===== src/pkg/srp_pkg.sv =====
package srp_pkg;

   // ----------------------------------------
   // Register map (byte addresses)
   // ----------------------------------------
   localparam logic [7:0] ADDR_CTRL   = 8'h00;
   localparam logic [7:0] ADDR_START1 = 8'h04;
   localparam logic [7:0] ADDR_START2 = 8'h08;
   localparam logic [7:0] ADDR_END1   = 8'h0C;
   localparam logic [7:0] ADDR_END2   = 8'h10;
   localparam logic [7:0] ADDR_LEN    = 8'h14;
   localparam logic [7:0] ADDR_MTU    = 8'h18;
   localparam logic [7:0] ADDR_STAT   = 8'h1C;

   // ----------------------------------------
   // Field positions and reset values
   // ----------------------------------------
   localparam int          SEQ_SIZE_LSB   = 24;
   localparam int          ADD_LSB        = 16;
   localparam logic [1:0]  MODE_NONE      = 2'h0;
   localparam logic [1:0]  MODE_STARTEND  = 2'h1;
   localparam logic [1:0]  MODE_LENFIELD  = 2'h2;
   localparam logic [10:0] MTU_DEFAULT    = 11'h230;
   localparam logic [10:0] MTU_MAX        = 11'h400;
   localparam logic [1:0]  SEQ_MAX        = 2'h3;

   // Pattern register: up to three bytes plus a size
   typedef struct packed {
      logic [1:0]  size;
      logic [23:0] bytes;
   } srp_seq_type;

   // Byte travelling to the network side
   typedef struct packed {
      logic       last;
      logic [7:0] data;
   } srp_beat_type;

   // Receive states
   typedef enum logic [3:0] {
      ST_HUNT = 4'h1,
      ST_BODY = 4'h2,
      ST_TAIL = 4'h4,
      ST_PASS = 4'h8
   } srp_state_type;

endpackage


===== src/verilog/srp_fifo.sv =====
module srp_fifo #(
   parameter int WIDTH = 9,
   parameter int DEPTH = 32
) (
   // Clock and reset
   input  wire logic             clock_i,
   input  wire logic             rstn_i,
   // Filling side
   input  wire logic             in_valid_i,
   output logic                  in_ready_o,
   input  wire logic [WIDTH-1:0] in_data_i,
   // Draining side
   output logic                  out_valid_o,
   input  wire logic             out_ready_i,
   output logic      [WIDTH-1:0] out_data_o
);

   localparam int AW = $clog2(DEPTH);

   // Pointer wrap bit only works for power-of-two depths
   if (DEPTH < 2 || (DEPTH & (DEPTH - 1)) != 0) begin : g_bad_depth
      $error("srp_fifo: DEPTH must be a power of two");
   end

   logic [WIDTH-1:0] mem [DEPTH];
   logic [AW:0]      wr_ptr;
   logic [AW:0]      rd_ptr;
   wire              full  = (wr_ptr[AW] != rd_ptr[AW]) && (wr_ptr[AW-1:0] == rd_ptr[AW-1:0]);
   wire              empty = (wr_ptr == rd_ptr);
   wire              push  = in_valid_i && !full;
   wire              pop   = out_ready_i && !empty;

   assign in_ready_o  = !full;
   assign out_valid_o = !empty;
   assign out_data_o  = mem[rd_ptr[AW-1:0]];

   // Pointers; a push into a full store is refused by in_ready_o
   always_ff @(posedge clock_i) begin
      if (!rstn_i) begin
         wr_ptr <= '0;
         rd_ptr <= '0;
      end else begin
         if (push) wr_ptr <= wr_ptr + 1'b1;
         if (pop)  rd_ptr <= rd_ptr + 1'b1;
      end
   end

   // Storage carries no reset
   always_ff @(posedge clock_i) begin
      if (push) mem[wr_ptr[AW-1:0]] <= in_data_i;
   end

endmodule // srp_fifo


===== src/verilog/srp_packetizer.sv =====
// Chosen here: the APB interface to the registers and the placing of the registers.
module srp_packetizer #(
   parameter int FIFO_DEPTH = 32
) (
   // Clock and reset
   input  wire logic        clock_i,
   input  wire logic        rstn_i,
   // APB slave
   input  wire logic        psel_i,
   input  wire logic        penable_i,
   input  wire logic        pwrite_i,
   input  wire logic [7:0]  paddr_i,
   input  wire logic [31:0] pwdata_i,
   output logic      [31:0] prdata_o,
   output logic             pready_o,
   output logic             pslverr_o,
   // Serial receive bytes
   input  wire logic        rx_valid_i,
   input  wire logic [7:0]  rx_data_i,
   output logic             rx_ready_o,
   // Network side
   output logic             net_valid_o,
   output logic      [7:0]  net_data_o,
   output logic             net_last_o,
   input  wire logic        net_ready_i
);

   if (FIFO_DEPTH < 2) begin : g_bad_depth
      $error("srp_packetizer: FIFO_DEPTH too small");
   end

   // ----------------------------------------
   // Registers
   // ----------------------------------------
   logic [31:0]         ctrl;  // [1:0] mode, [2] fifo on, [3] lsb first
   srp_pkg::srp_seq_type start1, start2, end1, end2;
   logic [31:0]         lenreg; // [15:0] offset, [17:16] width, [31:24] extra
   logic [10:0]         mtu;
   logic [15:0]         drop_cnt;
   logic [15:0]         gram_cnt;

   wire [1:0]  mode     = ctrl[1:0];
   wire        fifo_on  = ctrl[2];
   wire        lsb_1st  = ctrl[3];
   wire [7:0]  trail    = ctrl[23:16];
   wire [15:0] len_off  = lenreg[15:0];
   wire [1:0]  len_wid  = lenreg[17:16];
   wire [7:0]  len_add  = lenreg[31:24];

   wire acc     = psel_i && penable_i;
   wire wr_en   = acc && pwrite_i;
   wire addr_ok = (paddr_i <= srp_pkg::ADDR_STAT) && (paddr_i[1:0] == 2'h0);

   // Read decode
   logic [31:0] rd_mux;
   always_comb begin
      unique case (paddr_i)
         srp_pkg::ADDR_CTRL:   rd_mux = ctrl;
         srp_pkg::ADDR_START1: rd_mux = {6'h00, start1};
         srp_pkg::ADDR_START2: rd_mux = {6'h00, start2};
         srp_pkg::ADDR_END1:   rd_mux = {6'h00, end1};
         srp_pkg::ADDR_END2:   rd_mux = {6'h00, end2};
         srp_pkg::ADDR_LEN:    rd_mux = lenreg;
         srp_pkg::ADDR_MTU:    rd_mux = {21'h000000, mtu};
         srp_pkg::ADDR_STAT:   rd_mux = {gram_cnt, drop_cnt};
         default:              rd_mux = 32'h00000000;
      endcase
   end

   // Bus answer: one access cycle, error on unmapped address
   always_ff @(posedge clock_i) begin
      if (!rstn_i) begin
         pready_o  <= 1'b0;
         pslverr_o <= 1'b0;
         prdata_o  <= 32'h00000000;
      end else begin
         pready_o  <= psel_i && !penable_i;
         pslverr_o <= psel_i && !penable_i && !addr_ok;
         prdata_o  <= rd_mux;
      end
   end

   // Register writes take effect at the completing edge
   wire wr_take = wr_en && pready_o && addr_ok;
   wire [10:0] mtu_w = (pwdata_i[10:0] > srp_pkg::MTU_MAX) ? srp_pkg::MTU_MAX : pwdata_i[10:0];
   always_ff @(posedge clock_i) begin
      if (!rstn_i) begin
         ctrl   <= 32'h00000000;
         start1 <= '0;
         start2 <= '0;
         end1   <= '0;
         end2   <= '0;
         lenreg <= 32'h00000000;
         mtu    <= srp_pkg::MTU_DEFAULT;
      end else if (wr_take) begin
         unique case (paddr_i)
            srp_pkg::ADDR_CTRL:   ctrl   <= pwdata_i;
            srp_pkg::ADDR_START1: start1 <= pwdata_i[25:0];
            srp_pkg::ADDR_START2: start2 <= pwdata_i[25:0];
            srp_pkg::ADDR_END1:   end1   <= pwdata_i[25:0];
            srp_pkg::ADDR_END2:   end2   <= pwdata_i[25:0];
            srp_pkg::ADDR_LEN:    lenreg <= pwdata_i;
            srp_pkg::ADDR_MTU:    mtu    <= (mtu_w == 11'h000) ? srp_pkg::MTU_DEFAULT : mtu_w;
            default:              ;
         endcase
      end
   end

   // ----------------------------------------
   // Receive path, optional FIFO
   // ----------------------------------------
   logic       f_valid, f_ready, f_in_ready;
   logic [7:0] f_data;
   logic       core_take;
   wire        byp_valid = fifo_on ? f_valid : rx_valid_i;
   wire [7:0]  byp_data  = fifo_on ? f_data  : rx_data_i;
   assign f_ready    = fifo_on && core_take;
   assign rx_ready_o = fifo_on ? f_in_ready : core_take;

   srp_fifo #(.WIDTH(8), .DEPTH(FIFO_DEPTH)) srp_fifo_i (
      .clock_i     (clock_i),
      .rstn_i      (rstn_i),
      .in_valid_i  (rx_valid_i && fifo_on),
      .in_ready_o  (f_in_ready),
      .in_data_i   (rx_data_i),
      .out_valid_o (f_valid),
      .out_ready_i (f_ready),
      .out_data_o  (f_data)
   );

   // ----------------------------------------
   // Framing engine
   // ----------------------------------------
   srp_pkg::srp_state_type held_state, state, next_state;
   logic [23:0] hist;     // last three bytes, newest low
   logic [10:0] count;    // bytes in current datagram
   logic [7:0]  tail_cnt;
   logic [15:0] len_val;
   logic        out_full; // output register holds a beat

   // Output stage is a single beat; engine stalls while it is held
   assign core_take = byp_valid && (!out_full || net_ready_i);

   // Mode writes act on the next byte, so no stale pass byte leaks into a frame
   assign state = srp_pkg::srp_state_type'((mode == srp_pkg::MODE_NONE) ? srp_pkg::ST_PASS :
                  (held_state == srp_pkg::ST_PASS) ? srp_pkg::ST_HUNT : held_state);

   wire [23:0] hist_n = {hist[15:0], byp_data};

   function automatic logic seq_hit(input srp_pkg::srp_seq_type s, input logic [23:0] h);
      logic [23:0] m;
      m = 24'h000000;
      unique case (s.size)
         2'h1:    m = 24'h0000FF;
         2'h2:    m = 24'h00FFFF;
         2'h3:    m = 24'hFFFFFF;
         default: m = 24'h000000;
      endcase
      seq_hit = (s.size != 2'h0) && ((h & m) == (s.bytes & m));
   endfunction

   // start sizes zero mean end alone (start/end mode only)
   wire start_on   = (start1.size != 2'h0) || ((mode == srp_pkg::MODE_STARTEND) && (start2.size != 2'h0));
   wire start_hit  = seq_hit(start1, hist_n) || ((mode == srp_pkg::MODE_STARTEND) && seq_hit(start2, hist_n));
   wire end_hit    = seq_hit(end1, hist_n) || seq_hit(end2, hist_n);
   wire [1:0] s_sz = seq_hit(start1, hist_n) ? start1.size : start2.size;

   // field byte index from datagram start
   wire [15:0] idx     = {5'h00, count};
   wire        in_fld  = (idx >= len_off) && (idx < len_off + {14'h0000, len_wid});
   wire [1:0]  fld_pos = 2'(idx - len_off);
   wire [15:0] len_n   = !in_fld ? len_val :
                         lsb_1st ? (len_val | (16'(byp_data) << {fld_pos, 3'h0})) :
                                   {len_val[7:0], byp_data};
   wire        len_done = (idx >= len_off + {14'h0000, len_wid}) &&
                          ({5'h00, count} + 16'h0001 == len_n + {8'h00, len_add});
   wire        mtu_hit  = (count + 11'h001 >= mtu);

   // Decide next state and whether this byte closes a datagram
   logic last_b, keep_b;
   always_comb begin
      next_state = state;
      last_b     = 1'b0;
      keep_b     = 1'b1;
      unique case (state)
         srp_pkg::ST_PASS: begin
            last_b = 1'b1;
            if (mode != srp_pkg::MODE_NONE) next_state = srp_pkg::ST_HUNT;
         end
         srp_pkg::ST_HUNT: begin
            keep_b = start_hit || (mode == srp_pkg::MODE_STARTEND && !start_on);
            if (mode == srp_pkg::MODE_NONE) next_state = srp_pkg::ST_PASS;
            else if (keep_b) next_state = srp_pkg::ST_BODY;
         end
         srp_pkg::ST_BODY: begin
            if (mode == srp_pkg::MODE_STARTEND && end_hit) begin
               if (trail == 8'h00) last_b = 1'b1;
               else next_state = srp_pkg::ST_TAIL;
            end
            // length framing ends on field value
            if (mode == srp_pkg::MODE_LENFIELD && len_done) last_b = 1'b1;
         end
         srp_pkg::ST_TAIL: begin
            if (tail_cnt + 8'h01 >= trail) last_b = 1'b1;
         end
         default: next_state = srp_pkg::ST_HUNT;
      endcase
      if (state != srp_pkg::ST_PASS && keep_b && mtu_hit) last_b = 1'b1;
      if (last_b && state != srp_pkg::ST_PASS) next_state = srp_pkg::ST_HUNT;
   end

   wire [10:0] count_start = (state == srp_pkg::ST_HUNT && start_hit) ? {9'h000, s_sz} : 11'h001;

   always_ff @(posedge clock_i) begin
      if (!rstn_i) begin
         held_state <= srp_pkg::ST_PASS;
         hist     <= 24'h000000;
         count    <= 11'h000;
         tail_cnt <= 8'h00;
         len_val  <= 16'h0000;
         drop_cnt <= 16'h0000;
         gram_cnt <= 16'h0000;
      end else if (core_take) begin
         held_state <= next_state;
         hist     <= (last_b || !keep_b) ? 24'h000000 : hist_n;
         count    <= last_b ? 11'h000 : (state == srp_pkg::ST_HUNT ? count_start : count + 11'h001);
         tail_cnt <= (state == srp_pkg::ST_TAIL && !last_b) ? tail_cnt + 8'h01 : 8'h00;
         len_val  <= (last_b || state == srp_pkg::ST_HUNT) ? 16'h0000 : len_n;
         if (!keep_b) drop_cnt <= drop_cnt + 16'h0001;
         if (last_b)  gram_cnt <= gram_cnt + 16'h0001;
      end
   end

   always_ff @(posedge clock_i) begin
      if (!rstn_i) begin
         out_full    <= 1'b0;
         net_valid_o <= 1'b0;
         net_data_o  <= 8'h00;
         net_last_o  <= 1'b0;
      end else if (core_take && keep_b) begin
         out_full    <= 1'b1;
         net_valid_o <= 1'b1;
         net_data_o  <= byp_data;
         net_last_o  <= last_b;
      end else if (net_ready_i) begin
         out_full    <= 1'b0;
         net_valid_o <= 1'b0;
         net_last_o  <= 1'b0;
      end
   end

   // ----------------------------------------
   // Checks
   // ----------------------------------------
   AST_MTU_FLUSH: assert property (@(posedge clock_i) disable iff (!rstn_i)
      core_take && keep_b && state != srp_pkg::ST_PASS && mtu_hit |=> net_last_o)
      else $error("limit reached without last flag");
   AST_PASS_LAST: assert property (@(posedge clock_i) disable iff (!rstn_i)
      core_take && state == srp_pkg::ST_PASS |=> net_valid_o && net_last_o && net_data_o == $past(byp_data))
      else $error("pass mode byte not forwarded");
   AST_END_CLOSE: assert property (@(posedge clock_i) disable iff (!rstn_i)
      core_take && state == srp_pkg::ST_BODY && mode == srp_pkg::MODE_STARTEND && end_hit && trail == 8'h00
      |=> net_last_o && state == srp_pkg::ST_HUNT)
      else $error("end pattern did not close datagram");
   AST_TAIL_GO: assert property (@(posedge clock_i) disable iff (!rstn_i)
      core_take && state == srp_pkg::ST_BODY && mode == srp_pkg::MODE_STARTEND && end_hit && trail != 8'h00
      && !mtu_hit |=> state == srp_pkg::ST_TAIL && !net_last_o)
      else $error("trailer not collected");
   AST_HUNT_DROP: assert property (@(posedge clock_i) disable iff (!rstn_i)
      core_take && state == srp_pkg::ST_HUNT && start_on && !start_hit |=> !net_valid_o)
      else $error("unframed byte forwarded");
   AST_START_CNT: assert property (@(posedge clock_i) disable iff (!rstn_i)
      core_take && state == srp_pkg::ST_HUNT && start_hit && !last_b |=> count == {9'h000, $past(s_sz)})
      else $error("count not seeded by start match");
   AST_LEN_END: assert property (@(posedge clock_i) disable iff (!rstn_i)
      core_take && state == srp_pkg::ST_BODY && mode == srp_pkg::MODE_LENFIELD && len_done |=> net_last_o)
      else $error("length datagram not released");
   AST_BYPASS: assert property (@(posedge clock_i) disable iff (!rstn_i)
      !fifo_on && rx_valid_i && rx_ready_o && state == srp_pkg::ST_PASS
      |=> net_valid_o && net_data_o == $past(rx_data_i))
      else $error("bypass byte not forwarded next cycle");

endmodule // srp_packetizer


===== config.mk =====
export PLATFORM = sky130hd
export DESIGN_NAME = srp_packetizer
export DESIGN_NICKNAME = d
export VERILOG_FILES = /design/src/pkg/srp_pkg.sv /design/src/verilog/srp_fifo.sv /design/src/verilog/srp_packetizer.sv
export SDC_FILE = /design/constraint.sdc
export NUM_CORES = 1
export LEC_CHECK = 0
export BUFFER_PORTS_ARGS = -buffer_cell sky130_fd_sc_hd__buf_4
export CAP_MARGIN = 0
export CORE_UTILIZATION = 65
export CTS_BUF_LIST = sky130_fd_sc_hd__clkbuf_16
export DETAILED_ROUTE_END_ITERATION = 8
export PLACE_DENSITY_LB_ADDON = 0.3
export SLEW_MARGIN = 5
export SYNTH_ARGS = -nofsm -noshare
export SYNTH_HDL_FRONTEND = slang
export SYNTH_SLANG_ARGS = --single-unit

===== constraint.sdc =====
create_clock -name clock_i -period 14.75 [get_ports clock_i]
set_input_delay 3.6875 -clock clock_i [delete_from_list [all_inputs] [get_ports clock_i]]
set_output_delay 3.6875 -clock clock_i [all_outputs]
set_load 0.02 [all_outputs]

Word-level counts from Yosys, hierarchy flattened

Memories as Yosys holds them, arrays and structs flattened. A register that Yosys moved wholly into a read port is not among the register bits.
Index checks and enable logic that the tools add are counted.

Add/subtract/negate cells: 10
Order comparisons: 7
Equal/unequal tests: 35
Shifts and indexed selects: 1
Muxes and demuxes: 42
Bitwise logic cells: 10
Reductions and logical operators: 65

Operators with widths:

| kind                                                | count |
|---|---|
| case mux 24 bit (3 select lines)                    | 4 |
| case mux 32 bit (8 select lines)                    | 1 |
| bitwise AND 24 bit                                  | 8 |
| equality test 24 bit                                | 4 |
| 2-to-1 mux 16 bit                                   | 4 |
| 2-to-1 mux 11 bit                                   | 4 |
| adder 16 x 1 -> 16 bit, second input constant       | 2 |
| equality test 8 x 5 -> 1 bit, second input constant | 4 |
| greater-or-equal comparator 11 x 16 -> 1 bit        | 2 |
| 2-to-1 mux 4 bit                                    | 8 |
| logical AND 1 bit                                   | 30 |
| equality test 2 bit, second input constant          | 9 |
| AND reduction 2 bit                                 | 9 |
| adder 16 x 2 -> 16 bit                              | 1 |
| adder 16 x 8 -> 16 bit                              | 1 |
| equality test 12 x 16 -> 1 bit                      | 1 |
| equality test 8 x 4 -> 1 bit, second input constant | 2 |
| logical NOT 8 bit                                   | 2 |
| < comparator 11 x 16 -> 1 bit                       | 1 |
| 2-to-1 mux 8 bit                                    | 2 |
| bitwise OR 16 bit                                   | 1 |
| case mux 4 bit (4 select lines)                     | 1 |
| << shifter 8 x 5 -> 16 bit                          | 1 |
| 2-to-1 mux 1 bit                                    | 13 |
| other kinds (28)                                    | 55 |

Register bits after elaboration: 322
RAM bits: 256
Input bits: 55
Output and inout bits: 45
Word-level logic and storage cells: 197
Memories kept: 1

Memories:

| name           | words | width | rd ports | clocked after Yosys merged registers in | wr ports | line           | RTL |
|---|---|---|---|---|---|---|---|
| srp_fifo_i.mem | 32    | 8     | 1        | 1                                       | 1        | srp_fifo.sv:25 | `logic [WIDTH-1:0] mem [DEPTH];` |

Depth between registers and ports, before layout

Depth after elaboration: 15
Gate-level depth with buffers: 34
Mapped depth without buffers: 28

Modules after synthesis

Synthesis repeated with hierarchy kept, for this count alone.

Cell total of the unflattened synthesis: 2527
Area, all modules: 27199.8 um2

By module, submodules not included:

| module         | times used | cells an instance | area an instance (um2) | seq. area each (um2) |
|---|---|---|---|---|
| srp_packetizer | 1          | 2032              | 16499.6                | 6206.0 |
| srp_fifo       | 1          | 495               | 10700.3                | 8027.7 |

Worst setup path after synthesis

No wires, ideal clock.

Path type: input to output
Start: input net_ready_i
End: output rx_ready_o
Arrival: 4249 ps
Data required time: 11062 ps
Path slack: 6813 ps
Cell stages on the path: 2
Buffers on the path: 0
Cell sequence: nor2b_1 -> o21ai_0

Longest elaborated chain between the ends: 3

RTL lines:

| what              | line                  | RTL |
|---|---|---|
| from (decl)       | srp_packetizer.sv:25  | `input wire logic net_ready_i` |
| logical OR 1 bit  | srp_packetizer.sv:142 | `assign core_take = byp_valid && (!out_full \|\| net_ready_i);` |
| logical AND 1 bit | srp_packetizer.sv:142 |  |
| 2-to-1 mux 1 bit  | srp_packetizer.sv:118 | `assign rx_ready_o = fifo_on ? f_in_ready : core_take;` |
| to (decl)         | srp_packetizer.sv:20  | `output logic rx_ready_o,` |

No other way between the ends.

Worst setup path after layout

Ends and elaborated chain as after synthesis.

==> run metrics <==
outcome=finished, final reports clean; # resized after CTS=0; ys flop type=dfxtp_1; period utilisation layout=56.2%; clock net sink count=583; kind of critical path=in2out; Final Util=72.9%; Tmin final=8.29 ns; fraction of layout cells with a size suffix above 1=10.4%; Clock transition at path regs=0.06 ns; Worst Path Arrival=4.60 ns; RSZ-0062 raised after global routing=no; vias after detailed routing=21,800; fillers=2,897; post-DR wirelength/cell=25.3 microns; sequential fraction of the synthesis area=52.2%; Die ar.=42,800 sq um; DP HPWL=56,200 microns; IO Count=100; Synth top area share=28.2%; Pre-antenna DRT Iters=8; CTS tree=yes; Synth Cell Area=27,300 sq um; cell taking the most area after synthesis=edfxtp_1; Die Height=207 microns; most frequent cell after synthesis=nand2_1; Synth async-reset ratio=0%; largest net degree at the start of global routing=102; reg2reg setup slack=6.61 ns; number of DRC violations after detailed-routing iteration 0=2,986; Synth area leaders=edfxtp_1 28%, dfxtp_1 24%, nand2_1 6.2%, a21oi_1 4.9%, mux2i_1 4.8%; Reg-to-Reg Start=lenreg[17]; row count=74; syn avg cell area=10.3 sq um; Critical Path End Type=primary output; cts hold-fix bufs=0; Final Slew Violations=0; vias in the first global route=21,100; Setup violations, final=0; setup_tns=0 ns; EDFF count, synth=256; DIE WIDTH=207 microns; Worst-Skew Late Latency=0.63 ns; Maximum Capacitance Violations=0; Worst R2R Path Depth=28; Nets=2,794; placed cell areas=28,200 sq um; initial antenna violation count=3; Worst Path Required=11.06 ns; Post-CTS Setup Inserts=0; Unique masters post-synth=90; clock skew=0.0223 ns; Clock Path Buffers=3; #FFs+latches synth=583; H-tree levels=2; Syn Inst Count=2,650; RR Endpoint=gram_cnt[10]; worst setup path startpoint=net_ready_i; Area growth, synth to finish=9.95%; final WL=82,600 microns; CP endpoint=rx_ready_o; first-pass GRT wire length=124,000 microns; CP max FO=5; total gr overflow=0; Max Freq=121 MHz; peak supply drop=0.0000921 V; total power=3.14 mW; LEAKAGE=9.99 nW; P per Cell Area=105 nW/um^2; GRT Util Overall=38.6%; Antenna Nets Post-Route=0; final hold vios=0; synthesized net count=2,768; mean number of vias per cell=6.69; dpl cells=3,149; Routability Congestion=1.04; CTS Root Cell=clkbuf_16; DRC violations left=0; CP startpoint kind=input port; initial core utilization=66.3%; Slew headroom=14.5%; Cell Count, Final, Fillers Out=3,259; Synth warnings=0; final worst slack=6.46 ns; Design Area, Final=30,000 sq um; hold_ws=0.458 ns; dpl ws=6.11 ns; Num CTS Buffers=57; Post-synth top cells=447 x nand2_1, 327 x dfxtp_1, 265 x a21oi_1; Hold Crit Class=reg2reg; PortBufs=99; worst slew pin tran=1.28 ns; core region area=41,100 sq um
[flip-flops by register name, indices dropped and copies added (netlist names), 6 cells and up, named ones only]
register / cells
count: 11
ctrl: 32
drop_cnt: 16
end1: 26
end2: 26
gram_cnt: 16
hist: 16
len_val: 16
lenreg: 32
mtu: 11
net_data_o: 8
prdata_o: 32
srp_fifo_i.mem: 256
srp_fifo_i.rd_ptr: 6
srp_fifo_i.wr_ptr: 6
start1: 26
start2: 26
tail_cnt: 8
[worst max-delay path: stages]
cell	delay [ns]
buf_4	0.12
nor2b_1	0.31
o21ai_0	0.25
buf_4	0.23
[metal layers]
layer	vias to the layer above	track usage, %	wire length (microns)
li1	9657	-	-
met1	10500	47.4	30200
met2	1355	62.9	38900
met3	317	7.19	7930
met4	0	24.2	5530
met5	-	0	0
[layout by cell type, fill, tap and decap left out, types with 13 or more instances in the layout]
cell,netlist,final
clkinv_1,1,13
nor4_1,30,26
dfxtp_1,327,326
edfxtp_1,256,256
nand2b_1,27,27
and3_1,18,18
clkbuf_16,0,57
xor2_1,76,76
a21oi_1,265,265
mux2i_1,132,132
a222oi_1,17,17
o21ai_0,46,46
a31oi_1,18,18
xnor2_1,120,120
a22oi_1,112,112
nand3_1,36,36
o211ai_1,15,15
a32o_1,20,20
buf_4,4,137
a22o_1,14,14
inv_1,52,70
nand4_1,29,29
a21o_1,17,17
nand2_1,447,446
nor2_1,132,126
ha_1,60,60
[layout make-up]
cell class | count | area (sq um) | share of cell area (%)
Sequential cell | 583 | 14200 | 47.5
Tap cell | 532 | 666 | 2.22
Antenna cell | 4 | 10.0 | 0.0334
Clock inverter | 49 | 303 | 1.01
Inverter | 55 | 211 | 0.705
Timing Repair Buffer | 137 | 1030 | 3.43
Multi-Input combinational cell | 1842 | 12100 | 40.3
Clock buffer | 57 | 1430 | 4.76
[logic make-up (layout without fill, tap and decap cells)]
family	after synthesis	in the layout	share of synthesized area (%)
simple gates	812	812	13.8
fa+ha+maj	63	63	2.97
other cells	0	4	0
flops	583	583	52.2
mux	150	150	5.92
buf+inv	225	298	3.69
compound gates	621	621	15.1
xor+xnor	196	196	6.30
[power by group]
| part | switching (mW) | leakage [nW] | internal, mW |
|---|---|---|---|
| sequential | 0.00270 | 4.94 | 1.69 |
| clock | 0.627 | 0.908 | 0.737 |
| combinational | 0.0623 | 4.14 | 0.0216 |
| total | 0.692 | 9.99 | 2.44 |
[how the worst min path moves through the flow]
stage / start / to / slack (ns) / depth (start not counted)
floorplan: len_val[15] / len_val[15] / 0.43 / 2
global placement: ctrl[31] / ctrl[31] / 0.44 / 2
detailed placement: ctrl[25] / ctrl[25] / 0.45 / 2
CTS: ctrl[25] / ctrl[25] / 0.46 / 2
global route: ctrl[5] / ctrl[5] / 0.47 / 2
finish: ctrl[25] / ctrl[25] / 0.46 / 2
(Power assumes the default switching activity.)
